<file path="src/cpuex_pkg.sv">
// Constants, types and state layout of the exception sequencer
package cpuex_pkg;
   localparam logic [4:0]  MODE_USR = 5'h10;
   localparam logic [4:0]  MODE_FIQ = 5'h11;
   localparam logic [4:0]  MODE_IRQ = 5'h12;
   localparam logic [4:0]  MODE_SVC = 5'h13;
   localparam logic [4:0]  MODE_ABT = 5'h17;
   localparam logic [4:0]  MODE_UND = 5'h1b;
   localparam logic [31:0] VEC_RESET = 32'h00;
   localparam logic [31:0] VEC_UNDEF = 32'h04;
   localparam logic [31:0] VEC_SWI   = 32'h08;
   localparam logic [31:0] VEC_PABT  = 32'h0c;
   localparam logic [31:0] VEC_DABT  = 32'h10;
   localparam logic [31:0] VEC_IRQ   = 32'h18;
   localparam logic [31:0] VEC_FIQ   = 32'h1c;
   localparam logic [31:0] OFS_WORD  = 32'h4;
   localparam logic [31:0] OFS_DWORD = 32'h8;
   localparam logic [31:0] OFS_HALF  = 32'h2;
   localparam int          BANKS     = 5;
   localparam logic [2:0]  BK_SVC = 3'h0;
   localparam logic [2:0]  BK_ABT = 3'h1;
   localparam logic [2:0]  BK_UND = 3'h2;
   localparam logic [2:0]  BK_IRQ = 3'h3;
   localparam logic [2:0]  BK_FIQ = 3'h4;
   localparam logic [2:0]  BK_NONE = 3'h7;
   localparam int          BIT_I = 7;
   localparam int          BIT_F = 6;
   localparam logic [7:0]  ADDR_STATUS = 8'h00;
   localparam logic [7:0]  ADDR_SAVED  = 8'h04;
   localparam logic [7:0]  ADDR_LINK   = 8'h08;
   localparam logic [7:0]  ADDR_TARGET = 8'h0c;
   localparam logic [7:0]  ADDR_EVENT  = 8'h10;
   localparam logic [1:0]  CLS_SINGLE = 2'h0;
   localparam logic [1:0]  CLS_SWAP   = 2'h1;
   localparam logic [1:0]  CLS_BLOCK  = 2'h2;

   typedef enum logic [6:0] {
      EXC_NONE  = 7'h00,
      EXC_DABT  = 7'h01,
      EXC_FIQ   = 7'h02,
      EXC_IRQ   = 7'h04,
      EXC_PABT  = 7'h08,
      EXC_UNDEF = 7'h10,
      EXC_SWI   = 7'h20,
      EXC_RESET = 7'h40
   } cpuex_kind_e;

   typedef struct packed {
      logic       i;
      logic       f;
      logic       t;
      logic [4:0] mode;
   } cpuex_status_s;

   typedef struct packed {
      logic                       inReset;
      logic [31:0]                pcValue;
      logic                       pcLoad;
      cpuex_status_s              status;
      logic [BANKS-1:0][31:0]     link;
      cpuex_status_s [BANKS-1:0]  saved;
      logic                       pendFetch;
      logic                       pendData;
      logic                       regInhibit;
      logic                       baseWb;
      logic                       swapCancel;
      logic                       fastSync_n;
      cpuex_kind_e                lastKind;
      logic                       pready;
      logic                       pslverr;
      logic [31:0]                prdata;
   } cpuex_state_s;

   function automatic logic [2:0] cpuex_bank(input logic [4:0] mode);
      logic [2:0] b;
      b = BK_NONE;
      if (mode == MODE_SVC) b = BK_SVC;
      else if (mode == MODE_ABT) b = BK_ABT;
      else if (mode == MODE_UND) b = BK_UND;
      else if (mode == MODE_IRQ) b = BK_IRQ;
      else if (mode == MODE_FIQ) b = BK_FIQ;
      return b;
   endfunction
endpackage

</file>
<file path="src/cpuex_sequencer.sv">
// Exception entry, exit and reset sequencing with an APB status port
//
// The implementer's own choices: the placing of the registers and the APB interface to the registers.
`timescale 1ns/100ps
module cpuex_sequencer
   import cpuex_pkg::*;
(
   input  wire logic        sys_clk,
   input  wire logic        rst_n,
   input  wire logic [7:0]  paddr,
   input  wire logic        psel,
   input  wire logic        penable,
   input  wire logic        pwrite,
   input  wire logic [31:0] pwdata,
   output logic [31:0]      prdata,
   output logic             pready,
   output logic             pslverr,
   input  wire logic        abortIn,
   input  wire logic        fetchCycle,
   input  wire logic        flushPipe,
   input  wire logic        dataCycle,
   input  wire logic [1:0]  dataClass,
   input  wire logic        blockWbSet,
   input  wire logic        stepValid,
   input  wire logic [31:0] stepPc,
   input  wire logic [31:0] nextPc,
   input  wire logic        stepUndef,
   input  wire logic        stepSwTrap,
   input  wire logic        irqReq,
   input  wire logic [2:0]  fastSrc,
   input  wire logic        retReq,
   input  wire logic [3:0]  retSub,
   output logic [31:0]      pcValue,
   output logic             pcLoad,
   output logic [7:0]       curStatus,
   output logic             baseWb,
   output logic             swapCancel,
   output logic             regInhibit,
   output logic [6:0]       lastKind
);
   cpuex_state_s s_r;
   cpuex_state_s s_nxt;
   cpuex_kind_e  takeKind;
   logic [31:0]  takeVec;
   logic [31:0]  takeLink;
   logic [4:0]   takeMode;
   logic [2:0]   takeBank;
   logic [2:0]   curBank;
   logic         apbAccess;

   ////////////////////////////////////////////////////////////////////////////
   // Exception selection at the end of an instruction
   always_comb begin
      takeKind = EXC_NONE;
      takeVec  = VEC_RESET;
      takeLink = stepPc + OFS_WORD;
      takeMode = s_r.status.mode;
      takeBank = BK_NONE;
      curBank  = cpuex_bank(s_r.status.mode);
      if (stepValid && !s_r.inReset) begin
         // Fixed order; reset is handled before this point
         if (s_r.pendData) begin
            takeKind = EXC_DABT;
            takeVec  = VEC_DABT;
            takeLink = stepPc + OFS_DWORD;
            takeMode = MODE_ABT;
            takeBank = BK_ABT;
         end else if (!s_r.status.f && !s_r.fastSync_n) begin
            takeKind = EXC_FIQ;
            takeVec  = VEC_FIQ;
            takeLink = nextPc + OFS_WORD;
            takeMode = MODE_FIQ;
            takeBank = BK_FIQ;
         end else if (!s_r.status.i && irqReq) begin
            takeKind = EXC_IRQ;
            takeVec  = VEC_IRQ;
            takeLink = nextPc + OFS_WORD;
            takeMode = MODE_IRQ;
            takeBank = BK_IRQ;
         end else if (s_r.pendFetch) begin
            takeKind = EXC_PABT;
            takeVec  = VEC_PABT;
            takeLink = stepPc + OFS_WORD;
            takeMode = MODE_ABT;
            takeBank = BK_ABT;
         end else if (stepUndef || stepSwTrap) begin
            // Compact state uses a half-word step so one return fits both
            takeKind = stepUndef ? EXC_UNDEF : EXC_SWI;
            takeVec  = stepUndef ? VEC_UNDEF : VEC_SWI;
            takeLink = stepPc + (s_r.status.t ? OFS_HALF : OFS_WORD);
            takeMode = stepUndef ? MODE_UND : MODE_SVC;
            takeBank = stepUndef ? BK_UND : BK_SVC;
         end
      end
   end

   assign apbAccess = psel && penable && s_r.pready;

   ////////////////////////////////////////////////////////////////////////////
   // Next state
   always_comb begin
      s_nxt            = s_r;
      s_nxt.pcLoad     = 1'b0;
      s_nxt.baseWb     = 1'b0;
      s_nxt.swapCancel = 1'b0;
      s_nxt.pready     = 1'b0;
      s_nxt.pslverr    = 1'b0;
      // Only the timer and watchdog lines feed the fast request
      s_nxt.fastSync_n = ~|fastSrc;
      if (!rst_n) begin
         // Keep stepping the fetch address by one word
         s_nxt.inReset    = 1'b1;
         // An unknown flag at power-up must fall to the restart branch
         if (s_r.inReset) begin
            s_nxt.pcValue = s_r.pcValue + OFS_WORD;
         end else begin
            s_nxt.pcValue = VEC_RESET;
            // Known status on entry keeps the saved copy free of unknowns
            s_nxt.status.i    = 1'b1;
            s_nxt.status.f    = 1'b1;
            s_nxt.status.t    = 1'b0;
            s_nxt.status.mode = MODE_SVC;
         end
         s_nxt.pendFetch  = 1'b0;
         s_nxt.pendData   = 1'b0;
         s_nxt.regInhibit = 1'b0;
         s_nxt.fastSync_n = 1'b1;
         s_nxt.lastKind   = EXC_RESET;
         s_nxt.prdata     = 32'h0;
      end else if (s_r.inReset) begin
         // Saved values carry whatever was there; software must not trust them
         s_nxt.link[BK_SVC]  = s_r.pcValue;
         s_nxt.saved[BK_SVC] = s_r.status;
         s_nxt.status.mode   = MODE_SVC;
         s_nxt.status.i      = 1'b1;
         s_nxt.status.f      = 1'b1;
         s_nxt.status.t      = 1'b0;
         s_nxt.pcValue       = VEC_RESET;
         s_nxt.pcLoad        = 1'b1;
         s_nxt.inReset       = 1'b0;
      end else begin
         // Abort sampled only in memory cycles
         if (flushPipe) begin
            s_nxt.pendFetch = 1'b0;
         end else if (fetchCycle) begin
            s_nxt.pendFetch = abortIn;
         end else if (stepValid) begin
            s_nxt.pendFetch = 1'b0;
         end
         // Register port: no wait state, mask bits writable when privileged
         if (psel && !penable && !s_r.pready) begin
            s_nxt.pready = 1'b1;
            s_nxt.prdata = 32'h0;
            if (paddr == ADDR_STATUS) begin
               s_nxt.prdata = {24'h0, s_r.status};
            end else if (paddr == ADDR_SAVED) begin
               s_nxt.prdata = (curBank == BK_NONE) ? 32'h0 : {24'h0, s_r.saved[curBank]};
            end else if (paddr == ADDR_LINK) begin
               s_nxt.prdata = (curBank == BK_NONE) ? 32'h0 : s_r.link[curBank];
            end else if (paddr == ADDR_TARGET) begin
               s_nxt.prdata = s_r.pcValue;
            end else if (paddr == ADDR_EVENT) begin
               s_nxt.prdata = {23'h0, s_r.regInhibit, s_r.pendData, s_r.lastKind};
            end else begin
               s_nxt.pslverr = 1'b1;
            end
         end
         if (apbAccess && pwrite && paddr == ADDR_STATUS && s_r.status.mode != MODE_USR) begin
            s_nxt.status.i = pwdata[BIT_I];
            s_nxt.status.f = pwdata[BIT_F];
         end
         if (takeKind != EXC_NONE) begin
            s_nxt.link[takeBank]  = takeLink;
            s_nxt.saved[takeBank] = s_r.status;
            s_nxt.status.mode     = takeMode;
            s_nxt.status.t        = 1'b0;
            s_nxt.pcValue         = takeVec;
            s_nxt.pcLoad          = 1'b1;
            s_nxt.lastKind        = takeKind;
            s_nxt.pendFetch       = 1'b0;
            s_nxt.pendData        = 1'b0;
            s_nxt.regInhibit      = 1'b0;
            if (takeKind == EXC_IRQ || takeKind == EXC_FIQ) begin
               s_nxt.status.i = 1'b1;
            end
            if (takeKind == EXC_FIQ) begin
               s_nxt.status.f = 1'b1;
            end
         end else if (retReq && curBank != BK_NONE) begin
            // Saved copy brings back masks and compact bit
            s_nxt.pcValue = s_r.link[curBank] - {28'h0, retSub};
            s_nxt.status  = s_r.saved[curBank];
            s_nxt.pcLoad  = 1'b1;
         end else if (stepValid) begin
            s_nxt.regInhibit = 1'b0;
         end
         // Captured last so a fresh abort beats a same-cycle clear
         if (dataCycle && abortIn) begin
            s_nxt.pendData = 1'b1;
            if (dataClass == CLS_SINGLE) begin
               s_nxt.baseWb = 1'b1;
            end else if (dataClass == CLS_SWAP) begin
               s_nxt.swapCancel = 1'b1;
            end else if (dataClass == CLS_BLOCK) begin
               s_nxt.regInhibit = 1'b1;
               s_nxt.baseWb     = blockWbSet;
            end
         end
      end
   end

   always_ff @(posedge sys_clk) begin
      s_r <= s_nxt;
   end

   assign prdata     = s_r.prdata;
   assign pready     = s_r.pready;
   assign pslverr    = s_r.pslverr;
   assign pcValue    = s_r.pcValue;
   assign pcLoad     = s_r.pcLoad;
   assign curStatus  = s_r.status;
   assign baseWb     = s_r.baseWb;
   assign swapCancel = s_r.swapCancel;
   assign regInhibit = s_r.regInhibit;
   assign lastKind   = s_r.lastKind;
endmodule

</file>
<file path="config.mk">
export PLATFORM = sky130hd
export DESIGN_NAME = cpuex_sequencer
export DESIGN_NICKNAME = d
export VERILOG_FILES = /design/src/cpuex_pkg.sv /design/src/cpuex_sequencer.sv
export SDC_FILE = /design/constraint.sdc
export NUM_CORES = 1
export LEC_CHECK = 0
export ABC_CLOCK_PERIOD_IN_PS = 7800
export BUFFER_PORTS_ARGS = -buffer_cell sky130_fd_sc_hd__buf_2
export CELL_PAD_IN_SITES_DETAIL_PLACEMENT = 2
export CELL_PAD_IN_SITES_GLOBAL_PLACEMENT = 2
export CORE_ASPECT_RATIO = 1.4
export CORE_MARGIN = 2
export CORE_UTILIZATION = 40
export DETAILED_ROUTE_END_ITERATION = 10
export GPL_ROUTABILITY_DRIVEN = 0
export PLACE_DENSITY = 0.92
export REMOVE_ABC_BUFFERS = 1
export SLEW_MARGIN = 20
export SYNTH_ARGS = -nofsm -noshare
export SYNTH_HDL_FRONTEND = slang
export SYNTH_SLANG_ARGS = --single-unit
export TNS_END_PERCENT = 1
</file>
<file path="constraint.sdc">
create_clock -name sys_clk -period 7.8 [get_ports sys_clk]
set_input_delay 0.78 -clock sys_clk [delete_from_list [all_inputs] [get_ports sys_clk]]
set_output_delay 0.78 -clock sys_clk [all_outputs]
set_load 0.01 [all_outputs]
</file>
# == Yosys cells after proc, flatten, opt, wreduce, memory -nomap -nowiden ==
# Cells that the tools add are included.
# word_totals
wordCells,205
out_inout_bits,85
ff_bits,289
in_bits,128
# classes
eq_ne,20
n_reduce_logical,41
add_sub_neg,6
n_bitwise,4
n_lt_le_gt_ge,3
n_mux,89
# op_table
operator,count
two-way mux 32 bit,15
bitwise mux 160 bit,1
two-way mux 41 bit,3
adder 32 x 3 -> 32 bit (second input constant),3
binary-select mux 32 bit (select 3 bit),1
demux 32 bit (select 3 bit),1
two-way mux 74 bit,1
two-way mux 5 bit,10
two-way mux 8 bit,6
two-way mux 6 bit,7
bitwise mux 40 bit,1
two-way mux 34 bit,1
two-way mux 3 bit,11
two-way mux 33 bit,1
adder 32 x 3 -> 32 bit,1
adder 32 x 4 -> 32 bit (second input constant),1
subtractor 32 x 4 -> 32 bit,1
equality test 5 bit (second input constant),5
binary-select mux 8 bit (select 3 bit),1
demux 8 bit (select 3 bit),1
two-way mux 4 bit,5
two-way mux 1 bit,17
equality test 8 x 4 -> 1 bit (second input constant),2
logical AND 1 bit,13
other kinds (32),54

# == Depth between registers and ports, before layout ==
# Gate-level depths: netlist of run 1.
# logic_depth
ltp_word,14
depth_mapped,21
ltp_nobuf,16

# == Worst setup path after synthesis of run 1 ==
# No wires, ideal clock.
# synth_path
path_type,reg2reg
start,"register s_r, in the netlist curStatus[3]"
end,"register s_r, in the netlist pcValue[28] (data pin)"
setup_time_ps,271
synth_period_minus_slack_ps,5098
t_arrival_ps,4827
n_path_buf,4
setup_slack_ps,2702
stages_incl_launch_ff,20
required_time_ps,7529
cell_sequence,edfxtp_1 and3b_1 buf_2 buf_1 a21boi_0 clkbuf_1 nand3_1 a32oi_1 ha_1 inv_1 fa_1 a21o_1 a21oi_1 o21ai_0 or4_1 or4_1 buf_2 nor4_4 xnor2_1 o22ai_1
# synth_rtl
item,line,rtl
from (decl),cpuex_sequencer.sv:41,cpuex_state_s s_r;
from (signal assigned),cpuex_sequencer.sv:213,s_r <= s_nxt;

==> flow_summary.ini, run 1 <==
[hold_path]
min_to = swapCancel
hold_path_class = input port to flip-flop
worstHoldPathCells = 2
holdCritStartpoint = dataClass[1]

[place]
dp_hpwl_mm = 55.0
portBuffers = 182

[routing]
vias = 16000
ant_nets = 0
drc_errors = 0
post_drt_wl_per_cell_um = 32.8
first_pass_iters = 8
viasPerCell = 6.76
totalWireLength_mm = 77.7
drt_iter0_drc = 1745

[timing]
fin_skew_ns = 0.0257
rsz0062_at_grt = no
drv_slew = 0
finalHoldViolations = 0
finalSetupViolCount = 0
max_slew_margin_pct = 21.3
hold_ws_ns = 0.396
fin_crit_ns = 6.88
worst_pin_slew_ns = 1.17
fin_crit_sh_pct = 88.2
fmax_mhz = 145
tns_ns = 0

[global_route]
grt_overflow = 0
grt_pass1_vias = 17500
track_usage_pct = 35.1
grt_pass1_wl_mm = 115
antenna_found_initial = 3
grt_max_degree = 42

[logic_synthesis]
avgSynthCellArea_um2 = 9.74
synthesis.area_um2 = 17000
synth_common_cells = 240 x edfxtp_1, 193 x nand2_1, 134 x nor2_1
yosysWarnings = 0
seq_area_frac_synth_pct = 48.2
synth_top_area_cell = edfxtp_1
synth_flop_cell = edfxtp_1
synth-async-reset-ratio_pct = 0
synth-seq-cells = 289
synth_area_leaders = edfxtp_1 42%, dfxtp_1 5.8%, nand2_1 4.3%
syn_inst = 1744
synth_edf_count = 240
yosysMostFrequentCell = edfxtp_1
synthDominantCellAreaShare_pct = 42.4
ys_types = 80

[setup_path]
critPathArrivalTime_ns = 7.14
path_max_fanout = 20
required_ns = 8.06
reg2reg_from = curStatus[0]
ff2ff_path_depth = 16
critPathLaunchType = flip-flop
critPathKind = flip-flop to flip-flop
r2r-end = pcValue[22]
ff2ff_setup_slack_ns = 0.92
worstSetupEndpointType = flip-flop
worstSetupStartpoint = curStatus[0]

[final_layout]
drive_gt1_share_pct = 16.6
fin_nets = 1942
syn_to_final_growth_pct = 11.0
num-fill-cells = 4416

[power]
p_per_area_nw_per_um2 = 223
p_leak_nw = 6.74
power.internal_mw = 2.92
comb_power_share_pct = 19.7
switching_power_mw = 1.29
switching_share_pct = 30.7
finalPower_mw = 4.21
clkPwrFrac_pct = 36.9
seq_power_share_pct = 43.4
peakVddDrop_mv = 0.162

[clock_network]
holdBufCountCts = 0
post_cts_resized = 0
cts_sinks = 289
cts_tree = built
clk_latency_ns = 0.58
cts_buffer_depth = 3
cts-root-buf = clkbuf_16
clkSlewWorstSetupHoldPaths_ns = 0.07
htree_levels = 1
post_cts_buffers = 0
numCtsBuffers = 27

[floorplanning]
die-area_um2 = 44200
start_util_pct = 40.5
die_x_um = 178
pin_count = 213
core_area_um2 = 42000
die_height_um = 248
row_count = 89

[outcome]
status = finished clean

[run]
drv_cap = 0
how the worst max path moves through the flow:
stage,slack (ns),endpoint
global route,0.87,pcValue[22]
detailed placement,1.22,pcValue[28]
finish,0.92,pcValue[22]
global placement,1.61,pcValue[24]
floorplan,1.87,s_r[100]
CTS,1.0,pcValue[22]
registers in the layout (all words and copies together) (netlist names):
signal	cells
baseWb	1
prdata	32
pslverr	1
s_r	204
lastKind	7
regInhibit	1
pready	1
curStatus	8
pcValue	32
pcLoad	1
swapCancel	1
critical path: stages (launching register included):
cell      delay [ns]
edfxtp_1        0.92
and3b_1         0.95
a21boi_0        0.35
buf_4           0.28
nand3_1         0.10
a32oi_1         0.41
ha_1            0.25
inv_1           0.06
fa_1            0.43
a21o_1          0.22
a21oi_1         0.25
o21ai_0         0.24
or4_1           0.48
or4_1           0.84
nor3_1          0.38
xor2_1          0.26
o22ai_1         0.13
metal layers:
metal	share of wire [%]	track usage (%)
met1	35	38.6
met2	49	59.3
met3	8.3	6.68
met4	8.6	27.3
met5	0.031	0
cells in the final DEF (no fill, tap or decap), types with 10 or more instances in the layout:
master and instances:
and4_1 15, and3_1 17, a32oi_1 11, edfxtp_1 240, a21o_1 16, mux2_2 11
nor2b_1 17, dfxtp_1 48, clkbuf_16 27, xnor2_1 60, a22oi_1 29, o31ai_1 18
ha_1 11, a221oi_1 18, nand4_1 31, nand3_1 95, buf_2 182, inv_1 24
nor3_1 34, nand2_1 193, o22ai_1 43, nor2_1 128, xor2_1 67, buf_4 38
and3b_1 16, o21ai_0 107, a21oi_1 88, a211oi_1 16, or3_1 10, a22o_1 38
power groups by stage:
stage	Sequential [mW]	Clock, mW	Combinational (mW)
2_1_floorplan	1.83	0	0.410
5_1_grt	1.83	1.60	0.865
6_report	1.82	1.55	0.830
3_3_place_gp	1.84	0	0.718
4_1_cts	1.82	1.56	0.805
3_5_place_dp	1.85	0	0.783
logic make-up (layout without fill, tap and decap cells):
group	count (synthesis)	after routing	synth area share (%)
AND/OR/NAND/NOR	624	624	18.4
AO/OA/AOI/OAI	458	458	18.1
flip-flops	289	289	48.2
buffers and inverters	218	295	6.82
XOR/XNOR	127	127	6.55
multiplexers	15	15	0.965
adder cells (fa/ha/maj)	13	13	1.05
other	0	1	0
through the flow:
stage	cells	area [µm²]	setup slack, ns	utilization (%)
final	2368	18900	0.922	44.9
after detailed placement	2318	17900	1.22	42.5
after global placement	2318	17900	1.61	42.5
after CTS	2367	18800	0.999	44.9
after floorplan	1552	15900	1.87	-
after global routing	2367	18900	0.874	44.9
cell type report:
type                            count  area (µm²)  area share, %
Antenna cell                        1        2.50         0.0133
Inverter                           26        97.6          0.518
Tap cell                          546         683           3.62
Timing Repair Buffer              220        1200           6.34
Multi-Input combinational cell   1237        7690           40.8
Clock buffer                       32         694           3.68
Sequential cell                   289        8190           43.4
Clock inverter                     17         303           1.61
(Power assumes the default switching activity.)
==> inputs of run 2 (changes only) <==
Settings changed: ABC_AREA from default to 1, CORE_UTILIZATION 40 to 37.
==> run 2 against run 1 <==
Compared with the run above:
- sequential share of layout area is 4.1 points lower
- via count is 25% higher
- final area grew 10%
- synthesized area up 10%
- final cell count rose by 37%
==> flow_summary.ini, run 2 <==
[setup_path]
r2r-end = pcValue[12]
path_max_fanout = 42
critPathArrivalTime_ns = 5.67
crit_family = simple AND/OR/NAND/NOR gates
critPathBufInv = 3
ff2ff_setup_slack_ns = 2.45
crit_chain = o211ai_4 > buf_4 > nand2_1 > o211ai_1 > o21ai_0 > nand2_1 > nand2_1 > inv_1 > ha_1 > inv_1 > fa_1 > a31oi_1 > nand2_1 > nor2_2 > nand2_2 > nor2_2 > nand3_1 > nand3_1 > nand2_1
worstSetupEndpointType = flip-flop
ff2ff_path_depth = 19
required_ns = 8.12
critPathLaunchType = flip-flop
crit_slowest_cell = buf_4
cp_slowest_stage_delay_ns = 0.71
critPathMostFrequentCell = nand2_1
reg2reg_from = curStatus[1]
critPathKind = flip-flop to flip-flop

[global_route]
track_usage_pct = 35.8
grt_overflow = 0
antenna_found_initial = 0
grt_max_degree = 94
grt_pass1_wl_mm = 142
grt_pass1_vias = 22300

[hold_path]
min_to = baseWb
holdCritStartpoint = dataClass[0]
hold_path_class = input port to flip-flop
worstHoldPathCells = 2

[logic_synthesis]
synthDominantCellAreaShare_pct = 38.4
seq_area_frac_synth_pct = 43.7
avgSynthCellArea_um2 = 7.50
ys_types = 59
yosysMostFrequentCell = nand2_1
synth_area_leaders = edfxtp_1 38%, nand2_1 14%, nand3_1 7.8%
synth_edf_count = 240
synth_common_cells = 692 x nand2_1, 314 x inv_1, 294 x nand3_1
synthesis.area_um2 = 18700
yosysWarnings = 0
synth-async-reset-ratio_pct = 0
synth-seq-cells = 289
synth_top_area_cell = edfxtp_1
syn_inst = 2500
synth_flop_cell = edfxtp_1

[floorplanning]
die-area_um2 = 52500
die_x_um = 194
pin_count = 213
die_height_um = 270
start_util_pct = 37.5
core_area_um2 = 50000
row_count = 97

[run]
drv_cap = 0

[timing]
worst_pin_slew_ns = 1.19
fin_crit_ns = 5.35
rsz0062_at_grt = no
fin_skew_ns = 0.0207
drv_slew = 0
finalHoldViolations = 0
fin_crit_sh_pct = 68.6
tns_ns = 0
max_slew_margin_pct = 20.2
fmax_mhz = 187
finalSetupViolCount = 0

[clock_network]
cts_tree = built
post_cts_buffers = 0
cts_sinks = 289
cts-root-buf = clkbuf_16
holdBufCountCts = 0
numCtsBuffers = 29
clkSlewWorstSetupHoldPaths_ns = 0.08
clk_latency_ns = 0.61
htree_levels = 1
post_cts_resized = 0
cts_buffer_depth = 3

[place]
dp_hpwl_mm = 64.9
portBuffers = 182

[power]
p_leak_nw = 8.84
p_per_area_nw_per_um2 = 231
finalPower_mw = 4.81
peakVddDrop_mv = 0.201

[final_layout]
drive_gt1_share_pct = 12.7
final_common_cell = nand2_1
syn_to_final_growth_pct = 11.0
mostFrequentLayoutCells = 692 x nand2_1, 313 x inv_1, 294 x nand3_1, 240 x edfxtp_1, 182 x buf_2
largest_reg_flops = 204
largest_register = s_r
fin_nets = 2710
diodes = 0

[routing]
first_pass_iters = 5
post_drt_wl_per_cell_um = 29.7
ant_nets = 0
viasPerCell = 6.20
totalWireLength_mm = 96.2
drt_iter0_drc = 1953
drc_errors = 0
vias = 20100

[outcome]
status = finished clean
## run 2: cell count changes after synthesis, moves of 33 or more
cell,delta
nor2_1,+33
xnor2_1,-54
inv_1,+290
nand2_1,+499
nand3_1,+199
a22o_1,-37
## run 2: worst max-delay path by stage
stage / from / end / cells after the start
final: curStatus[1] / pcValue[12] / 19
after global placement: curStatus[1] / pcValue[28] / 19
after global routing: curStatus[1] / pcValue[12] / 19
after floorplan: stepValid / curStatus[1] / 11
after detailed placement: curStatus[1] / pcValue[12] / 19
after CTS: curStatus[1] / pcValue[12] / 19
## run 2: cells by family (layout without fill, tap and decap cells)
logic type      count (synthesis)  after routing  synth area share (%)
buf+inv                       501            593                  12.0
fa+ha+maj                      13             13                 0.948
simple gates                 1313           1313                  30.5
flops                         289            289                  43.7
xor+xnor                       60             60                  2.80
compound gates                323            323                  9.95
mux                             1              1                0.0601
## run 2: layout make-up
type / instances / area, µm²
Clock buffer: 42 / 877
Fill cell: 5721 / 29200
Tap cell: 643 / 805
Clock inverter: 12 / 188
Timing Repair Buffer: 210 / 1150
Sequential cell: 289 / 8190
Multi-Input combinational cell: 1710 / 8360
Inverter: 329 / 1230
## run 2: per-layer routing
layer	track usage [%]	vias to the layer above	share of wire, %
met5	0	-	0
met4	27.7	0	8.8
met3	5.57	488	7.2
met2	62.2	1235	49
met1	38.8	9991	35
li1	-	8353	-
## run 2: through the flow
stage	hold WS, ns	setup WS [ns]	instance area [µm²]	cells	utilization, %
final	0.361	2.45	20800	3235	41.6
after global routing	0.373	2.34	20800	3235	41.6
after CTS	0.351	2.66	20800	3234	41.5
after detailed placement	0.462	2.90	19700	3180	39.4
after global placement	0.455	3.13	19700	3179	39.4
after floorplan	0.478	2.66	17700	2328	-
## run 2: power breakdown
part           internal [mW]  switching, mW  leakage [nW]
Clock                  0.921          0.702         0.518
Sequential              1.75         0.0917          2.66
Combinational          0.313           1.04          5.66
Total                   2.99           1.83          8.84
